**config.mk**
```make
export PLATFORM = sky130hd
export DESIGN_NAME = irq_system
export DESIGN_NICKNAME = d
export VERILOG_FILES = /design/src/verilog/irq_pkg.sv /design/src/verilog/irq_system.sv
export SDC_FILE = /design/constraint.sdc
export NUM_CORES = 1
export LEC_CHECK = 0
export BUFFER_PORTS_ARGS = -buffer_cell sky130_fd_sc_hd__buf_2
export CAP_MARGIN = 10
export CORE_ASPECT_RATIO = 1.5
export CORE_MARGIN = 3
export CORE_UTILIZATION = 59
export CTS_CLUSTER_DIAMETER = 50
export DETAILED_ROUTE_END_ITERATION = 16
export PLACE_DENSITY = 0.8
export SETUP_SLACK_MARGIN = 0.3
export SLEW_MARGIN = 10
export SYNTH_ARGS = -nofsm -noshare
export SYNTH_HDL_FRONTEND = slang
export SYNTH_SLANG_ARGS = --single-unit
```
**constraint.sdc**
```tcl
create_clock -name CLK_SYS -period 9.1 [get_ports CLK_SYS]
set_input_delay 1.82 -clock CLK_SYS [delete_from_list [all_inputs] [get_ports CLK_SYS]]
set_output_delay 1.82 -clock CLK_SYS [all_outputs]
set_load 0.03 [all_outputs]
```
**src/verilog/irq_pkg.sv**
```systemverilog
package irq_pkg;

  // Source count and priority width
  localparam int          NUM_SRC      = 7;
  localparam int          LVL_W        = 2;

  // Register byte addresses
  localparam logic [7:0] ADDR_TIMER     = 8'h88;
  localparam logic [7:0] ADDR_SERIAL    = 8'h98;
  localparam logic [7:0] ADDR_ENABLE    = 8'hA8;
  localparam logic [7:0] ADDR_PRIO_A    = 8'hA9;
  localparam logic [7:0] ADDR_PRIO_B    = 8'hAA;
  localparam logic [7:0] ADDR_CONTROL   = 8'hAB;
  localparam logic [7:0] ADDR_ACQ_SYNC  = 8'hC0;
  localparam logic [7:0] ADDR_DISP_SYNC = 8'hC8;
  localparam logic [7:0] ADDR_CONVERTER = 8'hD8;

  // Reset values
  localparam logic [7:0] RST_REG        = 8'h00;

  // Field positions
  localparam int BIT_EXT_A_EDGE   = 0;
  localparam int BIT_EXT_A_FLAG   = 1;
  localparam int BIT_EXT_B_EDGE   = 2;
  localparam int BIT_EXT_B_FLAG   = 3;
  localparam int BIT_CNT_A_OVF    = 5;
  localparam int BIT_CNT_B_OVF    = 7;
  localparam int BIT_SER_RX       = 0;
  localparam int BIT_SER_TX       = 1;
  localparam int BIT_GLOBAL_EN    = 7;
  localparam int BIT_CONV_DONE    = 5;
  localparam int BIT_DHS_FLAG     = 0;
  localparam int BIT_DHS_EN       = 1;
  localparam int BIT_DVS_FLAG     = 2;
  localparam int BIT_DVS_EN       = 3;
  localparam int BIT_AHS_FLAG     = 0;
  localparam int BIT_AVS_FLAG     = 2;
  localparam int BIT_LINE_FLAG    = 4;
  localparam int BIT_EVEN_FLAG    = 6;
  localparam logic [7:0] DISP_SYNC_MASK = 8'h7F;

  // Source indices, in ascending vector order
  localparam int SRC_EXT_A  = 0;
  localparam int SRC_CNT_A  = 1;
  localparam int SRC_EXT_B  = 2;
  localparam int SRC_CNT_B  = 3;
  localparam int SRC_SERIAL = 4;
  localparam int SRC_SYNC   = 5;
  localparam int SRC_CONV   = 6;

  // Vector of source i is VEC_BASE + i * VEC_STEP
  localparam logic [7:0] VEC_BASE = 8'h03;
  localparam logic [7:0] VEC_STEP = 8'h08;

  // Positions inside the asynchronous input vector
  localparam int AIN_DVS  = 0;
  localparam int AIN_DHS  = 1;
  localparam int AIN_AVS  = 2;
  localparam int AIN_AHS  = 3;
  localparam int AIN_EVEN = 4;
  localparam int AIN_LINE = 5;
  localparam int AIN_EXTA = 6;
  localparam int AIN_EXTB = 7;
  localparam int AIN_W    = 8;

  // Response window and its cycle counts at the system clock
  localparam int CLK_PERIOD_PS  = 8000;
  localparam int RESP_MIN_PS    = 890000;
  localparam int RESP_MAX_PS    = 2330000;
  localparam int RESP_MIN_CYC   = (RESP_MIN_PS + CLK_PERIOD_PS - 1) / CLK_PERIOD_PS;
  localparam int RESP_MAX_CYC   = RESP_MAX_PS / CLK_PERIOD_PS;

  // Register access from the core
  typedef struct packed {
    logic [7:0] addr;
    logic [7:0] wdata;
    logic       wr;
    logic       rd;
  } sfr_req_type;

  // Request presented to the core
  typedef struct packed {
    logic             req;
    logic [LVL_W-1:0] level;
    logic [7:0]       vector;
  } cpu_irq_type;

endpackage

```
**src/verilog/irq_system.sv**
```systemverilog
// Notes on behaviour
// - Seven request sources are collected
// - Four levels, per-source enable, global enable
// - Higher level preempts lower level service
// - Fixed vector per source, 03h step 08h
// - Flags sit at fixed timer register bits
// - Counter overflow sets flag, not counter A mode 3
// - Serial request on receive or transmit done
// - Sync request when any enabled flag set
// - Six sync events from display and acquisition
// - Sync events resynchronised from their clock system
// - Conversion done sets converter flag
// - Enable register: seven enables plus global
// - Software writes act like hardware on flags
// - Registers sit at their fixed addresses
// - Request reaches core within response window
// - Display vsync rising edge sets sticky flag
// - Each sync event has its own enable
//
// Strobed register access was left to the implementer.
`timescale 1ns/1ps
`default_nettype none
module irq_system
(
  input  wire                  CLK_SYS,
  input  wire                  RST_N,
  input  wire irq_pkg::sfr_req_type SFR_REQ,
  output logic [7:0]           SFR_RDATA,
  input  wire logic [7:0]      ASYNC_IN,
  input  wire logic            CNT_A_OVF,
  input  wire logic            CNT_A_MODE3,
  input  wire logic            CNT_B_OVF,
  input  wire logic            SER_RX_DONE,
  input  wire logic            SER_TX_DONE,
  input  wire logic            CONV_DONE,
  input  wire logic            IRQ_ACK,
  input  wire logic            IRQ_RETI,
  output irq_pkg::cpu_irq_type IRQ_OUT,
  output logic [3:0]           IN_SERVICE
);
  import irq_pkg::*;

  // Synchroniser reset level: both request pins idle high, so reset shows no false low or edge
  localparam logic [AIN_W-1:0] AIN_IDLE = AIN_W'((1 << AIN_EXTA) | (1 << AIN_EXTB));

  // Register file
  logic [7:0] timer_ctrl_flags_r, timer_ctrl_flags_nxt;
  logic [7:0] serial_ctrl_flags_r, serial_ctrl_flags_nxt;
  logic [7:0] irq_enable_reg_r, irq_enable_reg_nxt;
  logic [7:0] priority_reg_a_r, priority_reg_a_nxt;
  logic [7:0] priority_reg_b_r, priority_reg_b_nxt;
  logic [7:0] irq_control_reg_r, irq_control_reg_nxt;
  logic [7:0] acq_sync_irq_reg_r, acq_sync_irq_reg_nxt;
  logic [7:0] display_sync_irq_reg_r, display_sync_irq_reg_nxt;
  logic [7:0] converter_ctrl_reg_r, converter_ctrl_reg_nxt;
  logic [7:0] rdata_r, rdata_nxt;

  // Input synchronisers: stage one feeds stage two only
  logic [AIN_W-1:0] meta_r;
  logic [AIN_W-1:0] sync_r;
  logic [AIN_W-1:0] prev_r;

  // Nesting state and presented request
  logic [3:0]  in_service_r, in_service_nxt;
  cpu_irq_type irq_r, irq_nxt;

  // Combinational decode
  logic [NUM_SRC-1:0] raw_req;       // Flag view per source
  logic [NUM_SRC-1:0] en_req;        // After individual and global enables
  logic               sync_any;      // Combined sync source
  logic [AIN_W-1:0]   rise;          // Rising edges of synced inputs
  logic [AIN_W-1:0]   fall;          // Falling edges of synced inputs
  logic               win_valid;     // A request may preempt
  logic [LVL_W-1:0]   win_level;     // Level of chosen source
  logic [2:0]         win_idx;       // Chosen source
  logic [LVL_W-1:0]   top_level;     // Highest level in service
  logic               any_service;   // Some level in service
  logic               wr_hit;        // Helper for write decode

  // Two flops before any logic reads the outside inputs
  always_ff @(posedge CLK_SYS or negedge RST_N)
  begin
    if (!RST_N)
    begin
      meta_r <= AIN_IDLE;
      sync_r <= AIN_IDLE;
      prev_r <= AIN_IDLE;
    end
    else
    begin
      meta_r <= ASYNC_IN;
      sync_r <= meta_r;
      prev_r <= sync_r;
    end
  end

  assign rise = sync_r & ~prev_r;
  assign fall = ~sync_r & prev_r;
  assign wr_hit = SFR_REQ.wr;

  // Flag and control registers; hardware sets win over software clears
  always_comb
  begin
    timer_ctrl_flags_nxt      = timer_ctrl_flags_r;
    serial_ctrl_flags_nxt     = serial_ctrl_flags_r;
    irq_enable_reg_nxt        = irq_enable_reg_r;
    priority_reg_a_nxt        = priority_reg_a_r;
    priority_reg_b_nxt        = priority_reg_b_r;
    irq_control_reg_nxt       = irq_control_reg_r;
    acq_sync_irq_reg_nxt      = acq_sync_irq_reg_r;
    display_sync_irq_reg_nxt  = display_sync_irq_reg_r;
    converter_ctrl_reg_nxt    = converter_ctrl_reg_r;
    // Vectoring clears edge-mode external and overflow flags, as the core expects
    if (IRQ_ACK && irq_r.req)
    begin
      case (irq_r.vector)
        VEC_BASE:
          if (timer_ctrl_flags_r[BIT_EXT_A_EDGE])
            timer_ctrl_flags_nxt[BIT_EXT_A_FLAG] = 1'b0;
        VEC_BASE + VEC_STEP:
          timer_ctrl_flags_nxt[BIT_CNT_A_OVF] = 1'b0;
        VEC_BASE + 8'h10:
          if (timer_ctrl_flags_r[BIT_EXT_B_EDGE])
            timer_ctrl_flags_nxt[BIT_EXT_B_FLAG] = 1'b0;
        VEC_BASE + 8'h18:
          timer_ctrl_flags_nxt[BIT_CNT_B_OVF] = 1'b0;
        default:
          timer_ctrl_flags_nxt = timer_ctrl_flags_nxt;
      endcase
    end
    // Software write: same effect as hardware on every flag
    if (wr_hit)
    begin
      case (SFR_REQ.addr)
        ADDR_TIMER:     timer_ctrl_flags_nxt     = SFR_REQ.wdata;
        ADDR_SERIAL:    serial_ctrl_flags_nxt    = SFR_REQ.wdata;
        ADDR_ENABLE:    irq_enable_reg_nxt       = SFR_REQ.wdata;
        ADDR_PRIO_A:    priority_reg_a_nxt       = SFR_REQ.wdata;
        ADDR_PRIO_B:    priority_reg_b_nxt       = SFR_REQ.wdata;
        ADDR_CONTROL:   irq_control_reg_nxt      = SFR_REQ.wdata;
        ADDR_ACQ_SYNC:  acq_sync_irq_reg_nxt     = SFR_REQ.wdata;
        ADDR_DISP_SYNC: display_sync_irq_reg_nxt = SFR_REQ.wdata & DISP_SYNC_MASK;
        ADDR_CONVERTER: converter_ctrl_reg_nxt   = SFR_REQ.wdata;
        default:        irq_control_reg_nxt      = irq_control_reg_nxt;
      endcase
    end
    // External pins are active low: falling edge or low level by mode bit
    if (timer_ctrl_flags_r[BIT_EXT_A_EDGE] ? fall[AIN_EXTA] : !sync_r[AIN_EXTA])
      timer_ctrl_flags_nxt[BIT_EXT_A_FLAG] = 1'b1;
    if (timer_ctrl_flags_r[BIT_EXT_B_EDGE] ? fall[AIN_EXTB] : !sync_r[AIN_EXTB])
      timer_ctrl_flags_nxt[BIT_EXT_B_FLAG] = 1'b1;
    // Counter A in mode 3 no longer drives its own overflow flag
    if (CNT_A_OVF && !CNT_A_MODE3)
      timer_ctrl_flags_nxt[BIT_CNT_A_OVF] = 1'b1;
    if (CNT_B_OVF)
      timer_ctrl_flags_nxt[BIT_CNT_B_OVF] = 1'b1;
    if (SER_RX_DONE)
      serial_ctrl_flags_nxt[BIT_SER_RX] = 1'b1;
    if (SER_TX_DONE)
      serial_ctrl_flags_nxt[BIT_SER_TX] = 1'b1;
    if (CONV_DONE)
      converter_ctrl_reg_nxt[BIT_CONV_DONE] = 1'b1;
    // Sync flags are sticky; only software clears them
    if (rise[AIN_DVS])
      display_sync_irq_reg_nxt[BIT_DVS_FLAG] = 1'b1;
    if (rise[AIN_DHS])
      display_sync_irq_reg_nxt[BIT_DHS_FLAG] = 1'b1;
    if (rise[AIN_EVEN])
      acq_sync_irq_reg_nxt[BIT_EVEN_FLAG] = 1'b1;
    if (rise[AIN_LINE])
      acq_sync_irq_reg_nxt[BIT_LINE_FLAG] = 1'b1;
    if (rise[AIN_AVS])
      acq_sync_irq_reg_nxt[BIT_AVS_FLAG] = 1'b1;
    if (rise[AIN_AHS])
      acq_sync_irq_reg_nxt[BIT_AHS_FLAG] = 1'b1;
  end

  // Read data stand in the cycle after the read strobe only
  always_comb
  begin
    rdata_nxt = 8'h00;
    if (SFR_REQ.rd)
    begin
      case (SFR_REQ.addr)
        ADDR_TIMER:     rdata_nxt = timer_ctrl_flags_r;
        ADDR_SERIAL:    rdata_nxt = serial_ctrl_flags_r;
        ADDR_ENABLE:    rdata_nxt = irq_enable_reg_r;
        ADDR_PRIO_A:    rdata_nxt = priority_reg_a_r;
        ADDR_PRIO_B:    rdata_nxt = priority_reg_b_r;
        ADDR_CONTROL:   rdata_nxt = irq_control_reg_r;
        ADDR_ACQ_SYNC:  rdata_nxt = acq_sync_irq_reg_r;
        ADDR_DISP_SYNC: rdata_nxt = display_sync_irq_reg_r;
        ADDR_CONVERTER: rdata_nxt = converter_ctrl_reg_r;
        default:        rdata_nxt = 8'h00;
      endcase
    end
  end

  // Each sync flag counts only with its own enable beside it
  assign sync_any =
    (display_sync_irq_reg_r[BIT_DVS_FLAG] & display_sync_irq_reg_r[BIT_DVS_EN]) |
    (display_sync_irq_reg_r[BIT_DHS_FLAG] & display_sync_irq_reg_r[BIT_DHS_EN]) |
    (acq_sync_irq_reg_r[BIT_EVEN_FLAG] & acq_sync_irq_reg_r[BIT_EVEN_FLAG+1]) |
    (acq_sync_irq_reg_r[BIT_LINE_FLAG] & acq_sync_irq_reg_r[BIT_LINE_FLAG+1]) |
    (acq_sync_irq_reg_r[BIT_AVS_FLAG] & acq_sync_irq_reg_r[BIT_AVS_FLAG+1]) |
    (acq_sync_irq_reg_r[BIT_AHS_FLAG] & acq_sync_irq_reg_r[BIT_AHS_FLAG+1]);

  // Per-source request view
  always_comb
  begin
    raw_req             = '0;
    raw_req[SRC_EXT_A]  = timer_ctrl_flags_r[BIT_EXT_A_FLAG];
    raw_req[SRC_CNT_A]  = timer_ctrl_flags_r[BIT_CNT_A_OVF];
    raw_req[SRC_EXT_B]  = timer_ctrl_flags_r[BIT_EXT_B_FLAG];
    raw_req[SRC_CNT_B]  = timer_ctrl_flags_r[BIT_CNT_B_OVF];
    raw_req[SRC_SERIAL] = serial_ctrl_flags_r[BIT_SER_RX] |
                          serial_ctrl_flags_r[BIT_SER_TX];
    raw_req[SRC_SYNC]   = sync_any;
    raw_req[SRC_CONV]   = converter_ctrl_reg_r[BIT_CONV_DONE];
  end

  // Seven enables, then the global gate over all of them
  assign en_req = raw_req & irq_enable_reg_r[NUM_SRC-1:0]
                & {NUM_SRC{irq_enable_reg_r[BIT_GLOBAL_EN]}};

  // Arbiter: highest level wins, lower index wins a tie, must beat service
  always_comb
  begin
    logic             found;
    logic [LVL_W-1:0] lvl;
    found       = 1'b0;
    lvl         = '0;
    win_level   = '0;
    win_idx     = 3'h0;
    top_level   = '0;
    any_service = |in_service_r;
    for (int l = 0; l < 4; l++)
      if (in_service_r[l])
        top_level = LVL_W'(l);
    for (int i = 0; i < NUM_SRC; i++)
    begin
      lvl = {priority_reg_b_r[i], priority_reg_a_r[i]};
      if (en_req[i] && (!found || lvl > win_level))
      begin
        found     = 1'b1;
        win_level = lvl;
        win_idx   = 3'(i);
      end
    end
    win_valid = found && (!any_service || win_level > top_level);
  end

  // Presented request and nesting stack
  always_comb
  begin
    irq_nxt        = irq_r;
    in_service_nxt = in_service_r;
    // Return retires the highest level in service
    if (IRQ_RETI && any_service)
      in_service_nxt[top_level] = 1'b0;
    // Taken vector marks its level busy until its return
    if (IRQ_ACK && irq_r.req)
      in_service_nxt[irq_r.level] = 1'b1;
    // Withdrawn while the core vectors so a stale request is not taken twice
    irq_nxt.req    = win_valid && !IRQ_ACK && !IRQ_RETI;
    irq_nxt.level  = win_level;
    irq_nxt.vector = VEC_BASE + 8'({win_idx, 3'b000});
  end

  // Registers
  always_ff @(posedge CLK_SYS or negedge RST_N)
  begin
    if (!RST_N)
    begin
      timer_ctrl_flags_r     <= RST_REG;
      serial_ctrl_flags_r    <= RST_REG;
      irq_enable_reg_r       <= RST_REG;
      priority_reg_a_r       <= RST_REG;
      priority_reg_b_r       <= RST_REG;
      irq_control_reg_r      <= RST_REG;
      acq_sync_irq_reg_r     <= RST_REG;
      display_sync_irq_reg_r <= RST_REG;
      converter_ctrl_reg_r   <= RST_REG;
      rdata_r                <= 8'h00;
      in_service_r           <= 4'h0;
      irq_r                  <= '0;
    end
    else
    begin
      timer_ctrl_flags_r     <= timer_ctrl_flags_nxt;
      serial_ctrl_flags_r    <= serial_ctrl_flags_nxt;
      irq_enable_reg_r       <= irq_enable_reg_nxt;
      priority_reg_a_r       <= priority_reg_a_nxt;
      priority_reg_b_r       <= priority_reg_b_nxt;
      irq_control_reg_r      <= irq_control_reg_nxt;
      acq_sync_irq_reg_r     <= acq_sync_irq_reg_nxt;
      display_sync_irq_reg_r <= display_sync_irq_reg_nxt;
      converter_ctrl_reg_r   <= converter_ctrl_reg_nxt;
      rdata_r                <= rdata_nxt;
      in_service_r           <= in_service_nxt;
      irq_r                  <= irq_nxt;
    end
  end

  assign SFR_RDATA  = rdata_r;
  assign IRQ_OUT    = irq_r;
  assign IN_SERVICE = in_service_r;
endmodule
`default_nettype wire

```
Word-level counts from Yosys, hierarchy flattened
Index checks and enable logic that the tools add are counted.
W data, S select, Z words.
- register bits: 117
- input port bits: 36
- logic and storage cells: 204
- add/sub/neg operators: 1
- magnitude comparators: 11
- equal/unequal tests: 13
- mux-type cells: 63
- bitwise gates (word level): 21
- reduce and logical (&&, ||, !) cells: 69
- operators with widths (operator ; number):
    $eq A8 B8 Y1 const B ; 9
    $pmux W8 S9 ; 1
    $reduce_bool A2 Y1 ; 18
    $reduce_and A2 Y1 ; 17
    $mux W1 ; 32
    $mux W8 ; 4
    $mux W2 ; 11
    $mux W3 ; 7
    $and A7 B7 Y7 ; 2
    $eq A7 B5 Y1 const B ; 2
    $gt A2 B2 Y1 ; 7
    $logic_and A1 B1 Y1 ; 14
    $mux W7 ; 2
    $logic_not A1 Y1 ; 12
    $mux W6 ; 2
    $and A8 B8 Y8 ; 1
    $mux W4 ; 2
    $not A8 Y8 ; 1
    $add A2 B6 Y7 const A ; 1
    $eq A7 B2 Y1 const B ; 1
    $eq A7 B4 Y1 const B ; 1
    $logic_or A1 B1 Y1 ; 7
    $and A1 B1 Y1 ; 6
    $and A6 B6 Y6 ; 1
    other kinds (9) ; 17

Longest topological paths before layout
Gate-level depths: netlist (run 1).
- depth in word-level cells: 38
- mapped depth: 46
- mapped depth without buffers: 45

Worst setup path before layout (run 1)
OpenSTA, ideal clock, no wires.
- path type: reg-to-reg
- from: register irq_enable_reg_r[7]
- to: register irq_r, in the netlist IRQ_OUT[10]
- library setup time: 125 ps
- data arrival time: 7837 ps
- required time: 8975 ps
- slack: 1138 ps
- cell stages (with the launch flop): 44
- buffers on the path: 1
- clock period less this slack: 7962 ps
- path through: dfrtp_1 -> clkbuf_1 -> and3_1 -> nand2_1 -> ha_1 -> nor2b_1 -> o21ai_0 -> a21oi_1 -> a22oi_1 -> ha_1 -> nor2b_1 -> a2bb2oi_1 -> o21ai_0 -> nor2_1 -> or2_2 -> ha_1 -> nor2b_1 -> o21ai_1 -> (+8 left out) -> o31a_1 -> ha_1 -> nor2b_1 -> o21ai_0 -> o21ai_0 -> nand3b_1 -> a21bo_1 -> ha_1 -> a21oi_1 -> a21oi_1 -> o21bai_1 -> and2_1 -> a21oi_1 -> ha_1 -> a21oi_1 -> a21oi_1 -> a21oi_1 -> a2111oi_0
- RTL lines (what ; line ; RTL):
    start: declaration ; irq_system.sv:49 ; logic [7:0] irq_enable_reg_r, irq_enable_reg_nxt;
    start signal: assignment ; irq_system.sv:292 ; irq_enable_reg_r <= irq_enable_reg_nxt;
    end signal: assignment ; irq_system.sv:301 ; irq_r <= irq_nxt;
    end: declaration ; irq_system.sv:65 ; cpu_irq_type irq_r, irq_nxt;

==> reports/qor_table.md, run 1 <==
| Parameter | This run | Unit |
| --- | --- | --- |
| Synthesized area per cell | 11.7 | sq um |
| Final HPWL from detailed placement | 9.27 | mm |
| Clock Pin Slew Worst Setup and Hold Paths | 0.06 | ns |
| Delay-heaviest family, CP | compound AO/OA/AOI/OAI gates | - |
| Cell at the slowest stage of the critical path | sky130_fd_sc_hd__dfrtp_2 | - |
| Pwr/cell area | 198 | mW/mm^2 |
| Synth Area in Simple Gates | 0.112 | - |
| Average wire length per cell after detail routing | 20.8 | microns |
| Max cap viols | 0 | - |
| Power share of the clock group | 0.511 | - |
| Most area-consuming cells after synthesis | sky130_fd_sc_hd__dfrtp_1 (50%), sky130_fd_sc_hd__mux2_2 (6.0%), sky130_fd_sc_hd__nand2_1 (3.5%) | - |
| Clock skew after layout | 0.00694 | ns |
| Final Instance Area | 0.00644 | sq mm |
| Share of synthesized area occupied by flip-flops and latches | 0.529 | - |
| Crit. End Element | flip-flop | - |
| Layout cell share with drive strength beyond 1 | 0.319 | - |
| Clock latency on the worst-skew pair | 0.41 | ns |
| I/O pin total | 59 | - |
| Synth area leader | sky130_fd_sc_hd__dfrtp_1 | - |
| Largest net degree at the start of global routing | 67 | - |
| Routability congestion estimate | 1.00 | - |
| Synth top area share | 0.499 | - |
| Count of mapped cells out of synthesis | 461 | - |
| TNS Setup | 0 | ns |
| Final Hold Viols | 0 | - |
| Status | finished, final reports clean | - |
| Core Footprint | 0.00888 | sq mm |
| Power Internal | 0.000949 | W |
| Worst slack, placed | 0.0834 | ns |
| Number of buffers between clock root and the deepest sink | 2 | - |
| Number of buffers inserted during clock tree synthesis | 17 | - |
| Max IR drop VDD | 0.000179 | V |
| Logic pwr share | 0.064 | - |
| Nature of the critical path startpoint | flip-flop | - |
| Filler cell count in the final layout | 621 | - |
| Library cell used as clock root buffer | sky130_fd_sc_hd__clkbuf_16 | - |
| Worst slew margin relative to its limit | 0.336 | - |
| TritonCTS clock tree | yes | - |
| Most numerous cell on the critical path | sky130_fd_sc_hd__ha_1 | - |
| Gr usage total | 0.271 | - |
| Final period util | 0.912 | - |
| Synth-to-Final Area Change | 19.0 | % |
| Post-synth cell types | 65 | - |
| Synth top cells by count | sky130_fd_sc_hd__dfrtp_1 (108), sky130_fd_sc_hd__nand2_1 (50), sky130_fd_sc_hd__mux2_2 (29) | - |
| Classification of the worst-slack hold path | flip-flop to flip-flop | - |
| Unrepaired setup endpoints after global routing | false | - |
| Sequential Power Share | 0.425 | - |
| Max frequency | 0.121 | GHz |
| Violation count after the first detailed-routing iteration | 351 | - |
| Area of the die | 0.0104 | sq mm |
| Post-placement cell area | 0.00571 | sq mm |
| Crit-path max FO | 6 | - |
| Antenna diode count | 0 | - |
| First-pass iteration count of the detailed router | 6 | - |
| Total DRC errors in the routed layout | 0 | - |
| Wire length of the first global-routing pass | 21.1 | mm |
| Most numerous cell in the Yosys netlist | sky130_fd_sc_hd__dfrtp_1 | - |
| WL final | 13.4 | mm |
| Critical path required time | 9.40 | ns |
| Share of total power consumed by net switching | 0.257 | - |
| Buf+Inv Stages, Crit Path | 1 | - |
| Die width | 84.2 | microns |
| Final setup vio count | 0 | - |
| Main combinational cell family by area after synthesis | multiplexers | - |
| Synth Area in Compound Gates | 0.129 | - |
| Height of the die | 123 | microns |
| Detailed-route via count | 4090 | - |
| Xor and xnor area share after synthesis | 0 | - |
| Power dissipated by switching net loads | 0.000328 | W |
| Initial standard-cell utilization of the core | 0.609 | - |
| Critical path arrival | 8.59 | ns |
| Synth Area in Adders | 0.0324 | - |
| Clock sinks | 114 | - |
| Kind of critical path | flip-flop to flip-flop | - |
| Fraction of synthesized area in multiplexers | 0.159 | - |
| FF+latch count, synth | 114 | - |
| Cell Rows | 42 | - |
| Initial antenna violation count | 0 | - |
| Final critical path time including I/O delays and setup | 8.30 | ns |
| Number of warnings issued by yosys | 0 | - |
| Fraction of synthesis flops using an asynchronous set or reset pin | 1.00 | - |
| LEAKAGE | 3.10 | nW |
| Synthesized area | 0.00541 | sq mm |
| Number of enable-type register cells in the synthesized netlist | 0 | - |
| CTS H-Tree Depth | 4 | - |
| Via density per instance | 6.33 | - |
| Largest stage delay, worst path | 0.45 | ns |
| Count of pins over their slew limit | 0 | - |
| Setup slack of the critical path after layout | 0.803 | ns |
| Slew at the pin with the worst max-slew slack | 0.992 | ns |
| Count of input and output buffers | 55 | - |
| Via count of the first global-routing pass | 4010 | - |
| GR Overflow Total | 0 | - |
| Primary FF master, synth | sky130_fd_sc_hd__dfrtp_1 | - |
| Detail Route Antenna Nets | 0 | - |
| Nets@finish | 573 | - |
## metrics by stage
step	power, W	util	hold WS, ns	cells
2_1_floorplan	0.000590	-	0.331	463
3_3_place_gp	0.000621	0.643	0.334	604
3_5_place_dp	0.000626	0.643	0.338	604
4_1_cts	0.00128	0.711	0.352	636
5_1_grt	0.00132	0.725	0.356	646
6_report	0.00128	0.725	0.350	646
## cells in the final DEF, fill, tap and decap left out, types with 13 or more instances in the layout
cell / n
sky130_fd_sc_hd__dfrtp_1: 106
sky130_fd_sc_hd__buf_2: 54
sky130_fd_sc_hd__nand2_1: 50
sky130_fd_sc_hd__mux2_2: 29
sky130_fd_sc_hd__inv_1: 20
sky130_fd_sc_hd__o21ai_0: 17
sky130_fd_sc_hd__clkbuf_16: 17
sky130_fd_sc_hd__a21oi_1: 14
sky130_fd_sc_hd__ha_1: 14
sky130_fd_sc_hd__mux2_1: 13
## per-layer routing
metal / GRT usage / part of all wire / vias to the layer above / wire [microns]
met5: 0 / 0 / - / 0
met4: 0.145 / 0.044 / 0 / 591
met2: 0.430 / 0.50 / 195 / 6660
met1: 0.335 / 0.39 / 2045 / 5220
met3: 0.0807 / 0.071 / 47 / 955
li1: - / - / 1803 / -
## cell families (layout without fill, tap and decap cells)
family,count (synthesis),in the layout
mux,67,67
other cells,2,4
compound gates,103,103
simple gates,116,116
flops,114,114
fa+ha+maj,14,14
buf+inv,45,118
## power by group through the flow
stage | Combinational, W | Clock, W | Sequential (W)
2_1_floorplan | 0.0000434 | 0 | 0.000546
3_3_place_gp | 0.0000719 | 0 | 0.000550
3_5_place_dp | 0.0000748 | 0 | 0.000551
4_1_cts | 0.0000763 | 0.000660 | 0.000542
5_1_grt | 0.0000893 | 0.000687 | 0.000544
6_report | 0.0000812 | 0.000653 | 0.000543
## worst register-to-register path, delay by kind of cell (launching register included)
family / cells / cell delay [ns]
AO/OA/AOI/OAI: 21 / 3.42
AND/OR/NAND/NOR: 12 / 1.97
adder cells (fa/ha/maj): 7 / 1.96
flip-flops: 1 / 0.45
multiplexers: 1 / 0.25
buffers and inverters: 1 / 0.17
## final timing paths
path	start	end	slack [ns]	depth (start not counted)
worst max-delay path	timer_ctrl_flags_r[1]	IRQ_OUT[10]	0.80	42
worst min-delay path	meta_r[5]	sync_r[5]	0.35	0
worst max register to register	timer_ctrl_flags_r[1]	IRQ_OUT[10]	0.80	42
worst min register to register	meta_r[5]	sync_r[5]	0.35	0
max in group asynchronous	RST_N	timer_ctrl_flags_r[1]	6.37	2
min in group asynchronous	RST_N	serial_ctrl_flags_r[4]	1.42	1
## final cells by class
class / count / area (sq um) / area share
Inverter: 20 / 75.1 / 0.0117
Multi-Input combinational cell: 304 / 2420 / 0.375
Clock buffer: 17 / 425 / 0.0661
Clock inverter: 15 / 160 / 0.0249
Timing Repair Buffer: 66 / 360 / 0.0560
Sequential cell: 114 / 2860 / 0.445
Tap cell: 110 / 138 / 0.0214
## what timing repair did
action,4_1_cts,5_1_grt
hold buffers,0,0
pin swaps,0,4
endpoints found under the setup margin,1,1
setup buffers,0,10
resized for setup,5,14
cloned,0,0
No activity file was read; power rests on OpenSTA's default activity.
==> inputs of run 2 (changes only) <==
--- a/config.mk
+++ b/config.mk
@@ -5,14 +5,15 @@
 export SDC_FILE = /design/constraint.sdc
 export NUM_CORES = 1
 export LEC_CHECK = 0
+export ABC_AREA = 1
 export BUFFER_PORTS_ARGS = -buffer_cell sky130_fd_sc_hd__buf_2
 export CAP_MARGIN = 10
 export CORE_ASPECT_RATIO = 1.5
 export CORE_MARGIN = 3
-export CORE_UTILIZATION = 59
+export CORE_UTILIZATION = 60
 export CTS_CLUSTER_DIAMETER = 50
 export DETAILED_ROUTE_END_ITERATION = 16
-export PLACE_DENSITY = 0.8
+export PLACE_DENSITY = 0.81
 export SETUP_SLACK_MARGIN = 0.3
 export SLEW_MARGIN = 10
 export SYNTH_ARGS = -nofsm -noshare
==> constraint.sdc (replaced) <==
create_clock -name CLK_SYS -period 10.4 [get_ports CLK_SYS]
set_input_delay 2.08 -clock CLK_SYS [delete_from_list [all_inputs] [get_ports CLK_SYS]]
set_output_delay 2.08 -clock CLK_SYS [all_outputs]
set_load 0.03 [all_outputs]
==> reports/qor_table.md, run 2 <==
| Parameter | This run | Unit | vs previous |
| --- | --- | --- | --- |
| Clock latency on the worst-skew pair | 0.41 | ns | about the same |
| Final Hold Viols | 0 | - | unchanged |
| Filler cell count in the final layout | 621 | - | unchanged |
| Max IR drop VDD | 0.000186 | V | +3.8% |
| Status | finished, final reports clean | - |  |
| Leading cell types in the layout, fill and taps excluded | sky130_fd_sc_hd__nand2_1 (157), sky130_fd_sc_hd__dfrtp_1 (108), sky130_fd_sc_hd__inv_1 (90) | - |  |
| Synth top area share | 0.498 | - | -0.00127 |
| TritonCTS clock tree | yes | - |  |
| Unrepaired setup endpoints after global routing | false | - |  |
| I/O pin total | 59 | - | unchanged |
| WL final | 14.9 | mm | +11% |
| Crit. End Element | flip-flop | - |  |
| Launch point of the worst reg-to-reg path | irq_enable_reg_r[7] | - |  |
| Post-CTS Setup Bufs | 0 | - | unchanged |
| Leading cell type in the layout, fill and taps excluded | sky130_fd_sc_hd__nand2_1 | - |  |
| Nature of the critical path startpoint | flip-flop | - |  |
| Critical path required time | 10.70 | ns | +1.30 ns |
| Via density per instance | 5.80 | - | -8.4% |
| Pwr/cell area | 176 | mW/mm^2 | -11% |
| Number of hold buffers added after CTS | 0 | - | unchanged |
| Sequential Power Share | 0.429 | - | +0.004 |
| Detail Route Antenna Nets | 0 | - | unchanged |
| Largest net degree at the start of global routing | 71 | - | +6.0% |
| Routability congestion estimate | 0.914 | - | -8.9% |
| Slew at the pin with the worst max-slew slack | 0.880 | ns | -0.113 ns |
| Final HPWL from detailed placement | 10.8 | mm | +16% |
| Worst Hold Launch | meta_r[3] | - |  |
| Detailed-route via count | 4678 | - | +14% |
| Largest stage delay, worst path | 0.49 | ns | +0.04 ns |
| Most area-consuming cells after synthesis | sky130_fd_sc_hd__dfrtp_1 (50%), sky130_fd_sc_hd__nand2_1 (11%), sky130_fd_sc_hd__o21ai_0 (6.4%) | - |  |
| First-pass iteration count of the detailed router | 6 | - | unchanged |
| Buf+Inv Stages, Crit Path | 12 | - | +11 |
| Synth area leader | sky130_fd_sc_hd__dfrtp_1 | - |  |
| Classification of the worst-slack hold path | flip-flop to flip-flop | - |  |
| Cell at the slowest stage of the critical path | sky130_fd_sc_hd__dfrtp_1 | - |  |
| Antenna diode count | 0 | - | unchanged |
| Synth top cells by count | sky130_fd_sc_hd__nand2_1 (157), sky130_fd_sc_hd__dfrtp_1 (108), sky130_fd_sc_hd__inv_1 (90) | - |  |
| Cell Rows | 41 | - | -2.4% |
| Power dissipated by switching net loads | 0.000259 | W | -21% |
| Synth-to-Final Area Change | 16.7 | % |  |
| Initial antenna violation count | 0 | - | unchanged |
| Clock sinks | 114 | - | unchanged |
| Final critical path time including I/O delays and setup | 7.82 | ns | -0.476 ns |
| Power Internal | 0.000856 | W | -9.8% |
| Worst flop-to-flop path endpoint | IRQ_OUT[10] | - |  |
| Number of buffers inserted during clock tree synthesis | 17 | - | unchanged |
| Most numerous cell on the critical path | sky130_fd_sc_hd__nand2_1 | - |  |
| Most numerous cell in the Yosys netlist | sky130_fd_sc_hd__nand2_1 | - |  |
| Power share of the clock group | 0.509 | - | -0.002 |
| Core utilization of the finished layout | 0.735 | - | +0.0100 |
| Share of total power consumed by net switching | 0.232 | - | -0.0247 |
| Number of buffers between clock root and the deepest sink | 2 | - | unchanged |
| Number of enable-type register cells in the synthesized netlist | 0 | - | unchanged |
| Kind of critical path | flip-flop to flip-flop | - |  |
| Final setup vio count | 0 | - | unchanged |
| Reg2Reg Setup Slack | 2.58 | ns | +1.78 ns |
| Fraction of synthesis flops using an asynchronous set or reset pin | 1.00 | - | unchanged |
| Area of the die | 0.0102 | sq mm | -1.3% |
| Number of warnings issued by yosys | 0 | - | unchanged |
| Via count of the first global-routing pass | 4807 | - | +20% |
| GR Overflow Total | 0 | - | unchanged |
| Total DRC errors in the routed layout | 0 | - | unchanged |
| FF+latch count, synth | 114 | - | unchanged |
| Delay-heaviest family, CP | simple AND/OR/NAND/NOR gates | - |  |
| Clock skew after layout | 0.00662 | ns | -0.000320 ns |
| Synthesized area | 0.00543 | sq mm | +0.25% |
| Cts repair resizes | 0 | - | -5 |
| Crit-path max FO | 7 | - | +1 |
| Count of mapped cells out of synthesis | 623 | - | +35% |
| Wire length of the first global-routing pass | 23.8 | mm | +12% |
| Logic pwr share | 0.062 | - | -0.002 |
| Synthesized area per cell | 8.71 | sq um | -26% |
| Worst slew margin relative to its limit | 0.414 | - | +0.0781 |
| R2r worst-path depth | 62 | - | +48% |
| Count of input and output buffers | 55 | - | unchanged |
| Post-synth cell types | 44 | - | -32% |
| Clock Pin Slew Worst Setup and Hold Paths | 0.05 | ns | about the same |
| Core Footprint | 0.00862 | sq mm | -3.0% |
| Library cell used as clock root buffer | sky130_fd_sc_hd__clkbuf_16 | - |  |
| Cell depth of the worst hold path | 0 | - | unchanged |
| Primary FF master, synth | sky130_fd_sc_hd__dfrtp_1 | - |  |
| CTS H-Tree Depth | 4 | - | unchanged |
| Initial standard-cell utilization of the core | 0.630 | - | +0.0202 |
| Nets@finish | 737 | - | +29% |
| Violation count after the first detailed-routing iteration | 379 | - | +8.0% |
| LEAKAGE | 3.27 | nW | +5.6% |
| Gr usage total | 0.305 | - | +0.0343 |
| Count of pins over their slew limit | 0 | - | unchanged |
| Average wire length per cell after detail routing | 18.5 | microns | -11% |
| TNS Setup | 0 | ns | unchanged |
| Share of synthesized area occupied by flip-flops and latches | 0.527 | - | -0.00134 |
| Max frequency | 0.128 | GHz | +6.1% |
| Die width | 83.6 | microns | -0.66% |
| Height of the die | 122 | microns | -0.68% |
| Critical path arrival | 8.12 | ns | -0.47 ns |
| Hold Path End | sync_r[3] | - |  |
| Max cap viols | 0 | - | unchanged |
| Final period util | 0.752 | - | -0.160 |
| Layout cell share with drive strength beyond 1 | 0.173 | - | -0.146 |
## run 2: cell types whose count changed after synthesis, sizes merged, moves of 11 or more
cell / change
o21ai: +50
nand3: +20
clkbuf: -11
mux2: -49
o221ai: +13
nor2: +24
nand2: +109
inv: +77
## run 2: layer usage
metal	share of wire	global-route usage
met1	0.36	0.326
met2	0.51	0.538
met3	0.066	0.0792
met4	0.069	0.189
met5	0	0
## run 2: worst max path at each step
stage	from	end	slack [ns]	cells past startpoint
2_1_floorplan	irq_enable_reg_r[7]	IRQ_OUT[10]	3.74	62
3_3_place_gp	irq_enable_reg_r[7]	IRQ_OUT[10]	3.38	62
6_report	irq_enable_reg_r[7]	IRQ_OUT[10]	2.58	62
4_1_cts	irq_enable_reg_r[7]	IRQ_OUT[10]	2.68	61
3_5_place_dp	irq_enable_reg_r[7]	IRQ_OUT[10]	2.74	61
5_1_grt	irq_enable_reg_r[7]	IRQ_OUT[10]	1.69	63
## run 2: power groups by stage
stage          clock (W)  sequential [W]  combinational, W
2_1_floorplan          0        0.000482         0.0000347
3_3_place_gp           0        0.000484         0.0000653
3_5_place_dp           0        0.000485         0.0000680
4_1_cts         0.000573        0.000477         0.0000690
5_1_grt         0.000596        0.000480         0.0000777
6_report        0.000567        0.000478         0.0000693
## run 2: kinds of logic after synthesis
family          count (synthesis)  synth area share
buf+inv                       111            0.0867
simple gates                  247             0.206
compound gates                135             0.146
fa+ha+maj                      14            0.0323
other cells                     2           0.00138
flops                         114             0.527
## run 2: layout make-up
cell class	count	area (sq um)	area share
sequential	114	2860	0.452
tap	107	134	0.0211
timing repair buffer	56	285	0.0450
inverter	98	369	0.0583
clock inverter	9	105	0.0166
multi-input combinational	400	2100	0.332
clock buffer	23	478	0.0755
## run 2: through the flow
stage / worst slack [ns] / cells / cell area [sq um] / total power (W) / hold WS [ns]
detailed placement: 2.74 / 775 / 5750 / 0.000553 / 0.336
floorplan: 3.74 / 625 / 5430 / 0.000517 / 0.331
global placement: 3.38 / 775 / 5750 / 0.000549 / 0.333
global route: 1.69 / 807 / 6330 / 0.00115 / 0.352
finish: 2.58 / 807 / 6330 / 0.00111 / 0.349
CTS: 2.68 / 807 / 6330 / 0.00112 / 0.352
